$ cat src/pwm_timer_cfg.svh
// register map, field positions, reset values and counts of the pwm timer
`ifndef PWM_TIMER_CFG_SVH
`define PWM_TIMER_CFG_SVH

// byte offsets of the apb registers
`define OFF_MODE        8'h00
`define OFF_CYCLE       8'h04
`define OFF_DUTY        8'h08
`define OFF_STATUS      8'h0c
`define OFF_MASK        8'h10
`define OFF_COUNT       8'h14

// mode register fields
`define MODE_EN_BIT     7
`define MODE_CKS_HI     6
`define MODE_CKS_LO     4
`define MODE_OPM_HI     3
`define MODE_OPM_LO     2
`define MODE_LEV_BIT    1
`define MODE_GATE_BIT   0

// status and mask fields
`define STS_PERIOD_BIT  0
`define STS_DUTY_BIT    1
`define STS_W           2

// count register fields
`define CNT_STATE_LO    8
`define CNT_STATE_HI    9

// reset values
`define RST_MODE        8'h00
`define RST_CYCLE       8'h00
`define RST_DUTY        8'h00
`define RST_MASK        2'h0

// mode and clock select codes
`define OPM_INTERVAL    2'h0
`define OPM_PWM         2'h2
`define CKS_DIV1        3'h0
`define CKS_DIV4        3'h1
`define CKS_DIV16       3'h2
`define CKS_DIV64       3'h3
`define CKS_DIV4096     3'h4
`define CKS_LSOSC128    3'h5

// prescaler masks: divide by 4, 16, 64, 4096 and low-speed divide by 128
`define PRE_MASK4       12'h003
`define PRE_MASK16      12'h00f
`define PRE_MASK64      12'h03f
`define PRE_MASK4096    12'hfff
`define LS_MASK128      7'h7f

// count clocks between a duty write and its transfer
`define DUTY_XFER_TICKS 2'h3

`endif

$ cat src/pwm_timer_pkg.sv
// types shared by the pwm timer modules
package pwm_timer_pkg;

  // mode control fields as stored
  typedef struct packed {
    logic       count_enable;
    logic [2:0] clk_sel;
    logic [1:0] timer_mode_ctl;
    logic       out_level_ctl;
    logic       out_gate;
  } mode_ctl_type;

  // compare sequencer, gray coded along idle, mask, cycle, duty
  typedef enum logic [1:0] {
    ST_IDLE  = 2'b00,
    ST_MASK  = 2'b01,
    ST_CYCLE = 2'b11,
    ST_DUTY  = 2'b10
  } seq_state_type;

  // sticky event flags
  typedef struct packed {
    logic duty_match;
    logic period;
  } event_type;

endpackage : pwm_timer_pkg

$ cat src/count_tick_gen.sv
// count clock tick generator with peripheral and low-speed sources
`timescale 1ns/100ps
`default_nettype none
`include "pwm_timer_cfg.svh"

module count_tick_gen #(
  parameter int PRE_W = 12
) (
  // clock and reset
  input  wire logic       pclk,
  input  wire logic       presetn,
  // control
  input  wire logic       run,
  input  wire logic [2:0] clk_sel,
  // low-speed oscillator pin
  input  wire logic       lsosc_clk,
  // one-cycle count clock tick
  output logic            tick
);

  // elaboration check: the tick masks assume a 12-bit prescaler
  if (PRE_W != 12)
  begin : g_bad_pre
    $error("count_tick_gen: prescaler must be 12 bits");
  end

  logic [PRE_W-1:0] pre_q, pre_d;
  logic [6:0]       ls_cnt_q, ls_cnt_d;
  logic [2:0]       ls_sync_q;
  logic             tick_q, tick_d;
  logic             ls_rise;

  // true when all bits selected by the mask are ones
  function automatic logic wrapped(input logic [11:0] v, input logic [11:0] m);
    return (v & m) == m;
  endfunction : wrapped

  // edge of the synchronised oscillator, first stage not read
  assign ls_rise = ls_sync_q[1] & ~ls_sync_q[2];

  // prescalers and tick select
  always_comb
  begin
    pre_d    = run ? pre_q + 1'b1 : '0;
    ls_cnt_d = !run ? 7'h00 : (ls_rise ? ls_cnt_q + 7'h01 : ls_cnt_q);
    tick_d   = 1'b0;
    if (run)
    begin
      unique case (clk_sel)
        `CKS_DIV1:     tick_d = 1'b1;
        `CKS_DIV4:     tick_d = wrapped(pre_q, `PRE_MASK4);
        `CKS_DIV16:    tick_d = wrapped(pre_q, `PRE_MASK16);
        `CKS_DIV64:    tick_d = wrapped(pre_q, `PRE_MASK64);
        `CKS_DIV4096:  tick_d = wrapped(pre_q, `PRE_MASK4096);
        `CKS_LSOSC128: tick_d = ls_rise && (ls_cnt_q == `LS_MASK128);
        default:       tick_d = 1'b0; // prohibited codes never tick
      endcase
    end
  end

  // registers
  always_ff @(posedge pclk or negedge presetn)
  begin
    if (!presetn)
    begin
      pre_q     <= '0;
      ls_cnt_q  <= 7'h00;
      ls_sync_q <= 3'h0;
      tick_q    <= 1'b0;
    end
    else
    begin
      pre_q     <= pre_d;
      ls_cnt_q  <= ls_cnt_d;
      ls_sync_q <= {ls_sync_q[1:0], lsosc_clk};
      tick_q    <= tick_d;
    end
  end

  assign tick = tick_q;

endmodule : count_tick_gen
`default_nettype wire

$ cat src/pwm_timer.sv
// 8-bit pwm timer with apb registers, duty latch and period interrupt
// Summary of operation
// software leaves the cycle compare untouched while counting runs
// duty compare accepts writes while counting runs
// first count tick after enable is masked; cycle compare comes first
// cycle match clears counter, sets period status, drives output active in pwm mode and toggles it in interval mode
// duty match drives output inactive, returns to cycle compare
// period is cycle plus one ticks, active width duty plus one
// software keeps duty below cycle, both within byte range
// new duty moves in at old duty match, three ticks after write
// duty writes arrive any time and are aligned to the tick internally
// software rewrites duty compare each time counting restarts
// clearing enable forces interrupt and output inactive at once
// output stays inactive until first cycle match; level bit sets it
// enable low stops and clears counter; high counts on ticks
// mode code 00 interval, 10 pwm, others prohibited
// clock field picks divide 1/4/16/64/4096 or low-speed divide 128
// gate bit passes the pulse to the pin when one
// after the masked first tick, counter steps one per tick, compared on every tick
`timescale 1ns/100ps
`default_nettype none
`include "pwm_timer_cfg.svh"

module pwm_timer #(
  parameter int ADDR_W = 8
) (
  // clock and reset
  input  wire logic              pclk,
  input  wire logic              presetn,
  // apb slave
  input  wire logic              psel,
  input  wire logic              penable,
  input  wire logic              pwrite,
  input  wire logic [ADDR_W-1:0] paddr,
  input  wire logic [31:0]       pwdata,
  output logic      [31:0]       prdata,
  output logic                   pready,
  output logic                   pslverr,
  // low-speed oscillator pin
  input  wire logic              lsosc_clk,
  // timer output pin and interrupt
  output logic                   pulse_out,
  output logic                   period_irq
);

  // elaboration check: the register map needs a full byte of address
  if (ADDR_W < 8)
  begin : g_bad_addr
    $error("pwm_timer: address must be at least 8 bits");
  end

  pwm_timer_pkg::mode_ctl_type  mode_q, mode_d;
  pwm_timer_pkg::seq_state_type st_q, st_d;
  pwm_timer_pkg::event_type     sts_q, sts_d;
  pwm_timer_pkg::event_type     msk_q, msk_d;
  pwm_timer_pkg::event_type     ev;

  logic [7:0]  cycle_q, cycle_d;
  logic [7:0]  duty_latch_q, duty_latch_d;
  logic [7:0]  duty_act_q, duty_act_d;
  logic        dpend_q, dpend_d;
  logic [1:0]  dage_q, dage_d;
  logic [7:0]  cnt_q, cnt_d;
  logic        active_q, active_d;
  logic        pulse_q, pulse_d;
  logic        irq_q, irq_d;
  logic        pready_q, pready_d;
  logic        pslverr_q, pslverr_d;
  logic [31:0] prdata_q, prdata_d;

  logic        tick;
  logic        acc;
  logic        wr_fire;
  logic        hit_mode;
  logic        hit_cycle;
  logic        hit_duty;
  logic        hit_sts;
  logic        hit_msk;
  logic        hit_cnt;
  logic        hit_any;
  logic        pwm_mode;

  // address compare on a full aligned word
  function automatic logic reg_hit(input logic [ADDR_W-1:0] a,
                                   input logic [7:0] off);
    return a == ADDR_W'(off);
  endfunction : reg_hit

  // count clock source
  count_tick_gen #(
    .PRE_W     (12)
  ) u_tick (
    .pclk      (pclk),
    .presetn   (presetn),
    .run       (mode_q.count_enable),
    .clk_sel   (mode_q.clk_sel),
    .lsosc_clk (lsosc_clk),
    .tick      (tick)
  );

  // apb decode; one wait state, write lands when pready is seen
  assign acc       = psel & penable;
  assign wr_fire   = acc & pready_q & pwrite;
  assign hit_mode  = reg_hit(paddr, `OFF_MODE);
  assign hit_cycle = reg_hit(paddr, `OFF_CYCLE);
  assign hit_duty  = reg_hit(paddr, `OFF_DUTY);
  assign hit_sts   = reg_hit(paddr, `OFF_STATUS);
  assign hit_msk   = reg_hit(paddr, `OFF_MASK);
  assign hit_cnt   = reg_hit(paddr, `OFF_COUNT);
  assign hit_any   = hit_mode | hit_cycle | hit_duty | hit_sts | hit_msk | hit_cnt;
  assign pwm_mode  = mode_q.timer_mode_ctl == `OPM_PWM;

  // apb handshake and read data
  always_comb
  begin
    pready_d  = acc & ~pready_q;
    pslverr_d = acc & ~pready_q & ~hit_any;
    prdata_d  = prdata_q;
    if (acc && !pready_q && !pwrite)
    begin
      prdata_d = 32'h0000_0000;
      if (hit_mode)
        prdata_d[7:0] = mode_q;
      if (hit_cycle)
        prdata_d[7:0] = cycle_q;
      if (hit_duty)
        prdata_d[7:0] = duty_latch_q;
      if (hit_sts)
        prdata_d[`STS_W-1:0] = sts_q;
      if (hit_msk)
        prdata_d[`STS_W-1:0] = msk_q;
      if (hit_cnt)
        prdata_d[`CNT_STATE_HI:0] = {st_q, cnt_q};
    end
  end

  // software-owned control registers
  always_comb
  begin
    mode_d  = mode_q;
    cycle_d = cycle_q;
    msk_d   = msk_q;
    if (wr_fire && hit_mode)
    begin
      // other fields frozen while counting
      if (mode_q.count_enable)
        mode_d.count_enable = pwdata[`MODE_EN_BIT];
      else
        mode_d = pwdata[7:0];
    end
    // period register only moves while stopped
    if (wr_fire && hit_cycle && !mode_q.count_enable)
      cycle_d = pwdata[7:0];
    if (wr_fire && hit_msk)
      msk_d = pwdata[`STS_W-1:0];
  end

  // compare sequencer, counter and duty transfer
  always_comb
  begin
    st_d         = st_q;
    cnt_d        = cnt_q;
    active_d     = active_q;
    duty_latch_d = duty_latch_q;
    duty_act_d   = duty_act_q;
    dpend_d      = dpend_q;
    dage_d       = dage_q;
    ev           = '0;
    if (!mode_q.count_enable)
    begin
      // stopped: counter zero, output inactive
      st_d     = pwm_timer_pkg::ST_IDLE;
      cnt_d    = 8'h00;
      active_d = 1'b0;
      dpend_d  = 1'b0;
    end
    else
    begin
      // age pending duty in count clocks
      if (tick && dpend_q && dage_q != `DUTY_XFER_TICKS)
        dage_d = dage_q + 2'h1;
      unique case (st_q)
        pwm_timer_pkg::ST_IDLE:
          st_d = pwm_timer_pkg::ST_MASK;
        pwm_timer_pkg::ST_MASK:
        begin
          // swallow one tick, then compare against the cycle first
          if (tick)
            st_d = pwm_timer_pkg::ST_CYCLE;
        end
        pwm_timer_pkg::ST_CYCLE:
        begin
          if (tick)
          begin
            if (cnt_q == cycle_q)
            begin
              cnt_d     = 8'h00;
              ev.period = 1'b1;
              if (pwm_mode)
              begin
                active_d = 1'b1;
                st_d     = pwm_timer_pkg::ST_DUTY;
              end
              else if (mode_q.timer_mode_ctl == `OPM_INTERVAL)
                active_d = ~active_q; // square wave in interval mode
            end
            else
              cnt_d = cnt_q + 8'h01;
          end
        end
        pwm_timer_pkg::ST_DUTY:
        begin
          if (tick)
          begin
            if (cnt_q == duty_act_q)
            begin
              // end of active width, counter keeps running
              active_d      = 1'b0;
              st_d          = pwm_timer_pkg::ST_CYCLE;
              ev.duty_match = 1'b1;
              cnt_d         = cnt_q + 8'h01;
              if (dpend_q && dage_q == `DUTY_XFER_TICKS)
              begin
                duty_act_d = duty_latch_q;
                dpend_d    = 1'b0;
              end
            end
            else
              cnt_d = cnt_q + 8'h01;
          end
        end
      endcase
    end
    // a write restarts the wait; a colliding match still moves the old latched duty
    if (wr_fire && hit_duty)
    begin
      duty_latch_d = pwdata[7:0];
      if (mode_q.count_enable)
      begin
        dpend_d = 1'b1;
        dage_d  = 2'h0;
      end
      else
      begin
        // stopped: value is live at once, ready for the next start
        duty_act_d = pwdata[7:0];
        dpend_d    = 1'b0;
      end
    end
  end

  // sticky status, mask, outputs
  always_comb
  begin
    sts_d = sts_q;
    if (wr_fire && hit_sts)
      sts_d = sts_q & ~pwdata[`STS_W-1:0];
    sts_d   = sts_d | ev; // set beats clear
    irq_d   = mode_d.count_enable & |(sts_d & msk_q);
    // inactive level follows level bit, gate passes it to the pin
    pulse_d = mode_d.out_gate
              & ((active_d & mode_d.count_enable) ^ mode_d.out_level_ctl);
  end

  // apb registers
  always_ff @(posedge pclk or negedge presetn)
  begin
    if (!presetn)
    begin
      pready_q  <= 1'b0;
      pslverr_q <= 1'b0;
      prdata_q  <= 32'h0000_0000;
    end
    else
    begin
      pready_q  <= pready_d;
      pslverr_q <= pslverr_d;
      prdata_q  <= prdata_d;
    end
  end

  // control registers
  always_ff @(posedge pclk or negedge presetn)
  begin
    if (!presetn)
    begin
      mode_q  <= `RST_MODE;
      cycle_q <= `RST_CYCLE;
      msk_q   <= `RST_MASK;
    end
    else
    begin
      mode_q  <= mode_d;
      cycle_q <= cycle_d;
      msk_q   <= msk_d;
    end
  end

  // counting state
  always_ff @(posedge pclk or negedge presetn)
  begin
    if (!presetn)
    begin
      st_q         <= pwm_timer_pkg::ST_IDLE;
      cnt_q        <= 8'h00;
      active_q     <= 1'b0;
      duty_latch_q <= `RST_DUTY;
      duty_act_q   <= `RST_DUTY;
      dpend_q      <= 1'b0;
      dage_q       <= 2'h0;
    end
    else
    begin
      st_q         <= st_d;
      cnt_q        <= cnt_d;
      active_q     <= active_d;
      duty_latch_q <= duty_latch_d;
      duty_act_q   <= duty_act_d;
      dpend_q      <= dpend_d;
      dage_q       <= dage_d;
    end
  end

  // status and pins
  always_ff @(posedge pclk or negedge presetn)
  begin
    if (!presetn)
    begin
      sts_q   <= '0;
      irq_q   <= 1'b0;
      pulse_q <= 1'b0;
    end
    else
    begin
      sts_q   <= sts_d;
      irq_q   <= irq_d;
      pulse_q <= pulse_d;
    end
  end

  assign prdata     = prdata_q;
  assign pready     = pready_q;
  assign pslverr    = pslverr_q;
  assign pulse_out  = pulse_q;
  assign period_irq = irq_q;

endmodule : pwm_timer
`default_nettype wire

$ cat config.mk
export PLATFORM = sky130hd
export DESIGN_NAME = pwm_timer
export DESIGN_NICKNAME = d
export VERILOG_FILES = /design/src/pwm_timer_pkg.sv /design/src/count_tick_gen.sv /design/src/pwm_timer.sv
export VERILOG_INCLUDE_DIRS = /design/src /design/src/src
export SDC_FILE = /design/constraint.sdc
export NUM_CORES = 1
export LEC_CHECK = 0
export BUFFER_PORTS_ARGS = -buffer_cell sky130_fd_sc_hd__buf_2
export CAP_MARGIN = 40
export CORE_MARGIN = 1
export CORE_UTILIZATION = 45
export CTS_CLUSTER_SIZE = 10
export DETAILED_ROUTE_END_ITERATION = 8
export GPL_ROUTABILITY_DRIVEN = 0
export PLACE_DENSITY = 0.69
export RECOVER_POWER = 25
export SETUP_SLACK_MARGIN = 0.5
export SYNTH_ARGS = -nofsm -noshare
export SYNTH_HDL_FRONTEND = slang
export SYNTH_SLANG_ARGS = --single-unit
$ cat constraint.sdc
create_clock -name pclk -period 2.9 [get_ports pclk]
set_input_delay 0.145 -clock pclk [delete_from_list [all_inputs] [get_ports pclk]]
set_output_delay 0.145 -clock pclk [all_outputs]
set_load 0.01 [all_outputs]
==> metrics.txt, run 1 <==
outcome finished clean; CTS tree done; required time of the critical path between 3 and 4 ns; overall die width 100 um; Setup TNS 0 ns; Avg Inst Size Synth ~10 sq um; Seq pwr share between 40% and 50%; Setup CP Type reg2reg; clock slew seen by the registers of the worst setup and hold paths 0.08 ns; number of synthesized flops with an enable pin 0; Via Count 3019; post-synth cell types 50; critical path's largest stage delay 0.45 ns; clk_lat worst skew 0.36 ns; CP max stage cell dfrtp_1; Worst Tran Pin Value 1.11 ns; GR Layer Usage met1 24.6%; # IOs 82; Seq cells post-synth between 80 and 90; Worst Path Arrival 2.39 ns; internal power 2.22 mW; first-pass iteration count of the detailed router 4; DRT Wirelength around 8900 um; CP Launch Type flip-flop; vias in the first global route 2950; sw power just under 0.9 mW; Clk pwr share 31.7%; first-pass GRT wire length 14800 um; Lkg Pwr 2.36 nW; GR Layer Usage met3 about 5.1%; Die H 100 um; CTS Buf Count 9; top-area cell type share of the netlist area 50.0%; Cells after Synth 419; GR Util All Layers 19.3%; CTS sink cnt 87; Synth Flop Type dfrtp_1; largest net degree at the start of global routing 45; antenna-violating nets left 0; ratio of cells with drive above 1 in the final layout 16.0%; Fin Clk Skew between 0.01 and 0.015 ns; Max Cap Violations 0; # Post-CTS Setup Buffers 0; achievable frequency between 400 and 500 MHz; Post-synth ARST share 100%; Clock Tree Buf Depth 2; initial core utilization between 40% and 50%; Fin. Hold Viols 0; Starting DRT DRC Count 134; multi-input logic area 2000 sq um; area leader, netlist dfrtp_1; Combinational Power Share 20.0%; hpwl dp 6330 um; H-Tree Depth 3; Worst slew margin 26.3%; Core Area 9330 sq um; initial antenna violation count 0; root buf cell clkbuf_8; fillers 839; Buf+Inv Stages, Crit Path 1; Ant. Diodes 0; Synth Warn # 0; IO buf count 35; Max VDD drop approximately 400 uV; nets just over 500; Die Area about 10000 sq um; pwr dens about 640 nW/um^2; Syn Std Cell Area 4360 sq um; drt wl/cell 15.0 um; synth-to-layout area growth 11.6%; met2 Use GR between 30% and 40%; drt via density roughly 5.1; max-slew violations 0; CP endpoint kind flip-flop; DRC 0; Setup Slack @ Placement between 0.6 and 0.7 ns; HP Class in2reg; row count 35; critical-path cell list xnor2_1 > nand4_1 > nor4_2 > buf_4 > nand4_2 > mux2i_1 > a21oi_1; grt ovf 0; Max FO, Critical Path 8; Tmin final 2.16 ns; Finish-stage setup viols 0; most common cell in the netlist dfrtp_1; Area contributors post-synth dfrtp_1 (50%), mux2_1 (5.4%), xnor2_1 (4.6%); crit-path leading delay family simple AND/OR/NAND/NOR gates; final worst slack 0.738 ns; most frequent cells after synthesis dfrtp_1 (87), nor2_1 (50), nand2_1 (35); final cycle utilization of the critical path 74.6%; switch share 28.6%; GR peak layer met2; register area 2180 sq um; sequential fraction of the synthesis area 50.0%; unrepaired setup endpoints after global routing no
-- state kept, by name (all words and copies together), names as in the netlist, 3 cells and up, named ones only --
signal            cells
cnt_q                 8
duty_act_q            8
mode_q                8
duty_latch_q          8
prdata               10
u_tick.ls_cnt_q       7
cycle_q               8
u_tick.ls_sync_q      3
u_tick.pre_q         12
-- stage by stage --
stage	total power [mW]	hold WS (ns)	utilization [%]	cell area, sq um	std cells
after floorplan	1.98	-0.151	-	4440	440
after global placement	2.11	0.167	49.5	4610	574
after detailed placement	2.14	0.176	49.5	4620	575
after CTS	3.14	0.0316	52.2	4870	592
after global routing	3.28	0.0352	52.2	4860	592
final	3.11	0.0412	52.2	4860	592
-- what timing repair did --
item,4_1_cts,5_1_grt
gates resized for setup,0,0
hold buffers,2,0
hold endpoints to repair,43,0
-- kinds of logic after synthesis --
logic type      count (synthesis)  synth area share (%)
compound gates                 58                  8.01
xor+xnor                       35                  7.03
fa+ha+maj                       4                  1.15
buf+inv                        49                  6.17
flops                          87                  50.0
mux                            44                  11.4
other cells                     1                0.0861
simple gates                  141                  16.2
-- worst paths after layout --
kind	endpoint	depth (start not counted)	slack [ns]	start
max in group asynchronous	u_tick.ls_cnt_q[0]	3	1.44	presetn
hold / removal	duty_latch_q[5]	2	0.04	pwdata[5]
setup reg to reg	duty_act_q[3]	7	0.74	cnt_q[5]
setup / recovery	duty_act_q[3]	7	0.74	cnt_q[5]
min in group asynchronous	prdata[6]	2	0.53	presetn
hold reg to reg	u_tick.ls_sync_q[1]	0	0.36	u_tick.ls_sync_q[0]
-- layout make-up --
| class | instances | area share [%] |
|---|---|---|
| clock buffers | 11 | 2.70 |
| flip-flops and latches | 87 | 44.8 |
| repair buffers | 46 | 5.40 |
| clock inverters | 4 | 1.95 |
| well taps | 129 | 3.32 |
| multi-input cells | 304 | 41.0 |
| inverters | 11 | 0.849 |
-- power groups by stage --
stage / Sequential (mW) / Clock (mW) / Combinational (mW)
2_1_floorplan: 1.50 / 0 / 0.482
3_3_place_gp: 1.52 / 0 / 0.590
3_5_place_dp: 1.53 / 0 / 0.617
4_1_cts: 1.50 / 1.00 / 0.630
5_1_grt: 1.53 / 1.05 / 0.699
6_report: 1.50 / 0.984 / 0.620
-- layer usage --
metal / part of all wire [%] / vias to the layer above
li1: - / 1480
met1: 45 / 1455
met2: 48 / 70
met3: 4.5 / 14
met4: 1.8 / 0
met5: 0 / -
-- placed cells by master (no fill, tap or decap), types with 3 or more instances in the layout --
cell type	n
a21oi_1	25
a22o_1	4
a22oi_1	8
and3_1	4
buf_2	34
buf_4	9
bufinv_16	3
clkbuf_8	9
conb_1	22
dfrtp_1	87
ha_1	4
inv_1	9
mux2_1	21
mux2_2	3
mux2i_1	18
nand2_1	35
nand2b_1	3
nand3_1	16
nand4_1	7
nor2_1	50
nor2b_1	3
nor3_1	3
o21ai_0	8
o21ai_1	5
xnor2_1	23
xor2_1	12
No activity file was read; power rests on OpenSTA's default activity.
==> run 2: changes to the inputs <==
Settings changed: PLACE_DENSITY 0.69 to 0.71.
Clock period 2.9 ns to 1.9 ns, I/O delays scaled along.
==> metrics.txt, run 2 (same netlist as run 1, synthesis figures left out) <==
Max FO, Critical Path 8 (unchanged); critical-path cell list xnor2_2 > nand3_2 > nor4_4 > nand4_4 > mux2i_1 > a21oi_1; Die H 100 um (unchanged); final worst slack 0.0215 ns (-0.716 ns); Worst Tran Pin Value 0.979 ns (-0.127 ns); CP endpoint kind flip-flop; vias in the first global route 3489 (+18%); CTS Buf Count 9 (unchanged); nets 569 (+12%); GR Layer Usage met3 5.78% (+0.70 points); Buf+Inv Stages, Crit Path 0 (-1); Hold Path Depth 3 (+1); Crit Reg-Reg Startpoint cnt_q[2]; Hold WS 0.0208 ns (-0.0204 ns); Via Count 3505 (+16%); row count 35 (unchanged); Tmin final 1.88 ns (-0.284 ns); synth-to-layout area growth 38.3%; CP Launch Type flip-flop; commonest non-fill, non-tap cell in the layout dfrtp_1; grt ovf 0 (unchanged); Worst R2R Path Depth 6 (-1); overall die width 100 um (unchanged); unrepaired setup endpoints after global routing yes; Fin. Hold Viols 0 (unchanged); r2r endpoint duty_act_q[7]; Setup CP Type reg2reg; Ant. Diodes 0 (unchanged); root buf cell clkbuf_8; antenna-violating nets left 0 (unchanged); switch share 31.1% (+2.5 points); Setup Slack @ Placement -0.110 ns (-0.776 ns); required time of the critical path 2.18 ns (-0.95 ns); Lkg Pwr 2.87 nW (+22%); Starting DRT DRC Count 173 (+29%); achievable frequency 532 MHz (+15%); initial core utilization 46.7% (unchanged); Clk pwr share 27.2% (-4.5 points); sw power 1.69 mW (+90%); Seq pwr share 42.5% (-5.9 points); pwr dens 901 nW/um^2 (+41%); Core Area 9330 sq um (unchanged); Hold Crit Start pwdata[0]; fillers 694 (-17%); first-pass GRT wire length 17500 um (+19%); hpwl dp 6700 um (+5.9%); clk_lat worst skew 0.36 ns (about the same); Worst slew margin 34.8% (+8.5 points); initial antenna violation count 0 (unchanged); # IOs 82 (unchanged); HP Class in2reg; first-pass iteration count of the detailed router 4 (unchanged); Fin Clk Skew 0.0168 ns (+0.00200 ns); CTS sink cnt 87 (unchanged); met2 Use GR 40.4% (+8.3 points); CTS tree done; drt via density 5.37 (+5.3%); Finish-stage setup viols 0 (unchanged); DRC 0 (unchanged); Total Power 5.43 mW (+75%); Hold Crit Endpoint duty_latch_q[0]; max-slew violations 0 (unchanged); IO buf count 35 (unchanged); CP max stage cell dfrtp_2; Combinational Power Share 30.3% (+10 points); internal power 3.74 mW (+69%); GR Util All Layers 23.0% (+3.7 points); GR Layer Usage met1 28.2% (+3.5 points); H-Tree Depth 3 (unchanged); ratio of cells with drive above 1 in the final layout 44.1% (+28 points); DRT Wirelength 11500 um (+29%); largest net degree at the start of global routing 40 (-11%); Max VDD drop 704 uV (+78%); final cycle utilization of the critical path 98.9% (+24 points); Worst Path Arrival 2.16 ns (-0.23 ns); Max Cap Violations 0 (unchanged); max reg flops 12 (unchanged); GR peak layer met2; critical path's largest stage delay 0.45 ns (about the same); drt wl/cell 17.6 um (+17%); largest reg by FF count u_tick.pre_q; commonest cells after routing, fill and taps aside dfrtp_1 (79), buf_4 (41), nor2_1 (39); clock slew seen by the registers of the worst setup and hold paths 0.10 ns (+0.02 ns); Clock Tree Buf Depth 2 (unchanged); outcome finished clean; register-to-register setup slack 0.02 ns (-0.72 ns); crit-path leading delay family simple AND/OR/NAND/NOR gates; Die Area 10100 sq um (unchanged)
## run 2: metal layers
metal  share of wire, %  vias to the layer above
met2                 52                      124
met3                5.4                       25
met5                  0                        -
met4                2.1                        0
li1                   -                     1602
met1                 41                     1754
## run 2: worst min-delay path: stages
cell and delay [ns]:
buf_2 0.15, nand2_2 0.06, nand2_1 0.04
## run 2: how the worst max path moves through the flow
stage / startpoint / to / slack (ns) / depth (start not counted)
floorplan: paddr[1] / pulse_out / 0.10 / 6
global placement: paddr[1] / pulse_out / -0.08 / 7
detailed placement: paddr[1] / pulse_out / -0.11 / 7
CTS: cnt_q[7] / pulse_out / 0.06 / 6
global route: cnt_q[1] / duty_act_q[4] / -0.1 / 6
finish: cnt_q[2] / duty_act_q[7] / 0.02 / 6
## run 2: power groups by stage
stage	logic [mW]	clock network (mW)	registers, mW
3_5_place_dp	1.08	0	2.31
4_1_cts	1.38	1.49	2.28
5_1_grt	1.79	1.57	2.33
3_3_place_gp	1.04	0	2.29
6_report	1.65	1.48	2.31
2_1_floorplan	0.785	0	2.29
## run 2: area by class of cell
cell class / instances / area [sq um] / share of cell area, %
repair buffers: 105 / 820 / 13.6
clock inverters: 3 / 65.1 / 1.08
clock buffers: 13 / 159 / 2.64
flip-flops and latches: 87 / 2190 / 36.3
inverters: 11 / 53.8 / 0.893
well taps: 129 / 161 / 2.68
multi-input cells: 305 / 2580 / 42.8
## run 2: metrics by stage
stage	cell area, sq um	utilization, %	cells	TNS (ns)
after floorplan	4600	-	440	0
after global routing	6030	64.6	653	-0.687
after detailed placement	4860	52.2	590	-0.600
final	6030	64.6	653	0
after CTS	5690	61.0	636	0
after global placement	4860	52.2	590	-0.229
## run 2: timing repair
action	CTS	global route
gates resized for setup	87	56
hold endpoints to repair	42	0
pin swaps	41	44
hold buffers	6	0
setup buffers	22	17
endpoints found under the setup margin	61	67
cloned	2	0
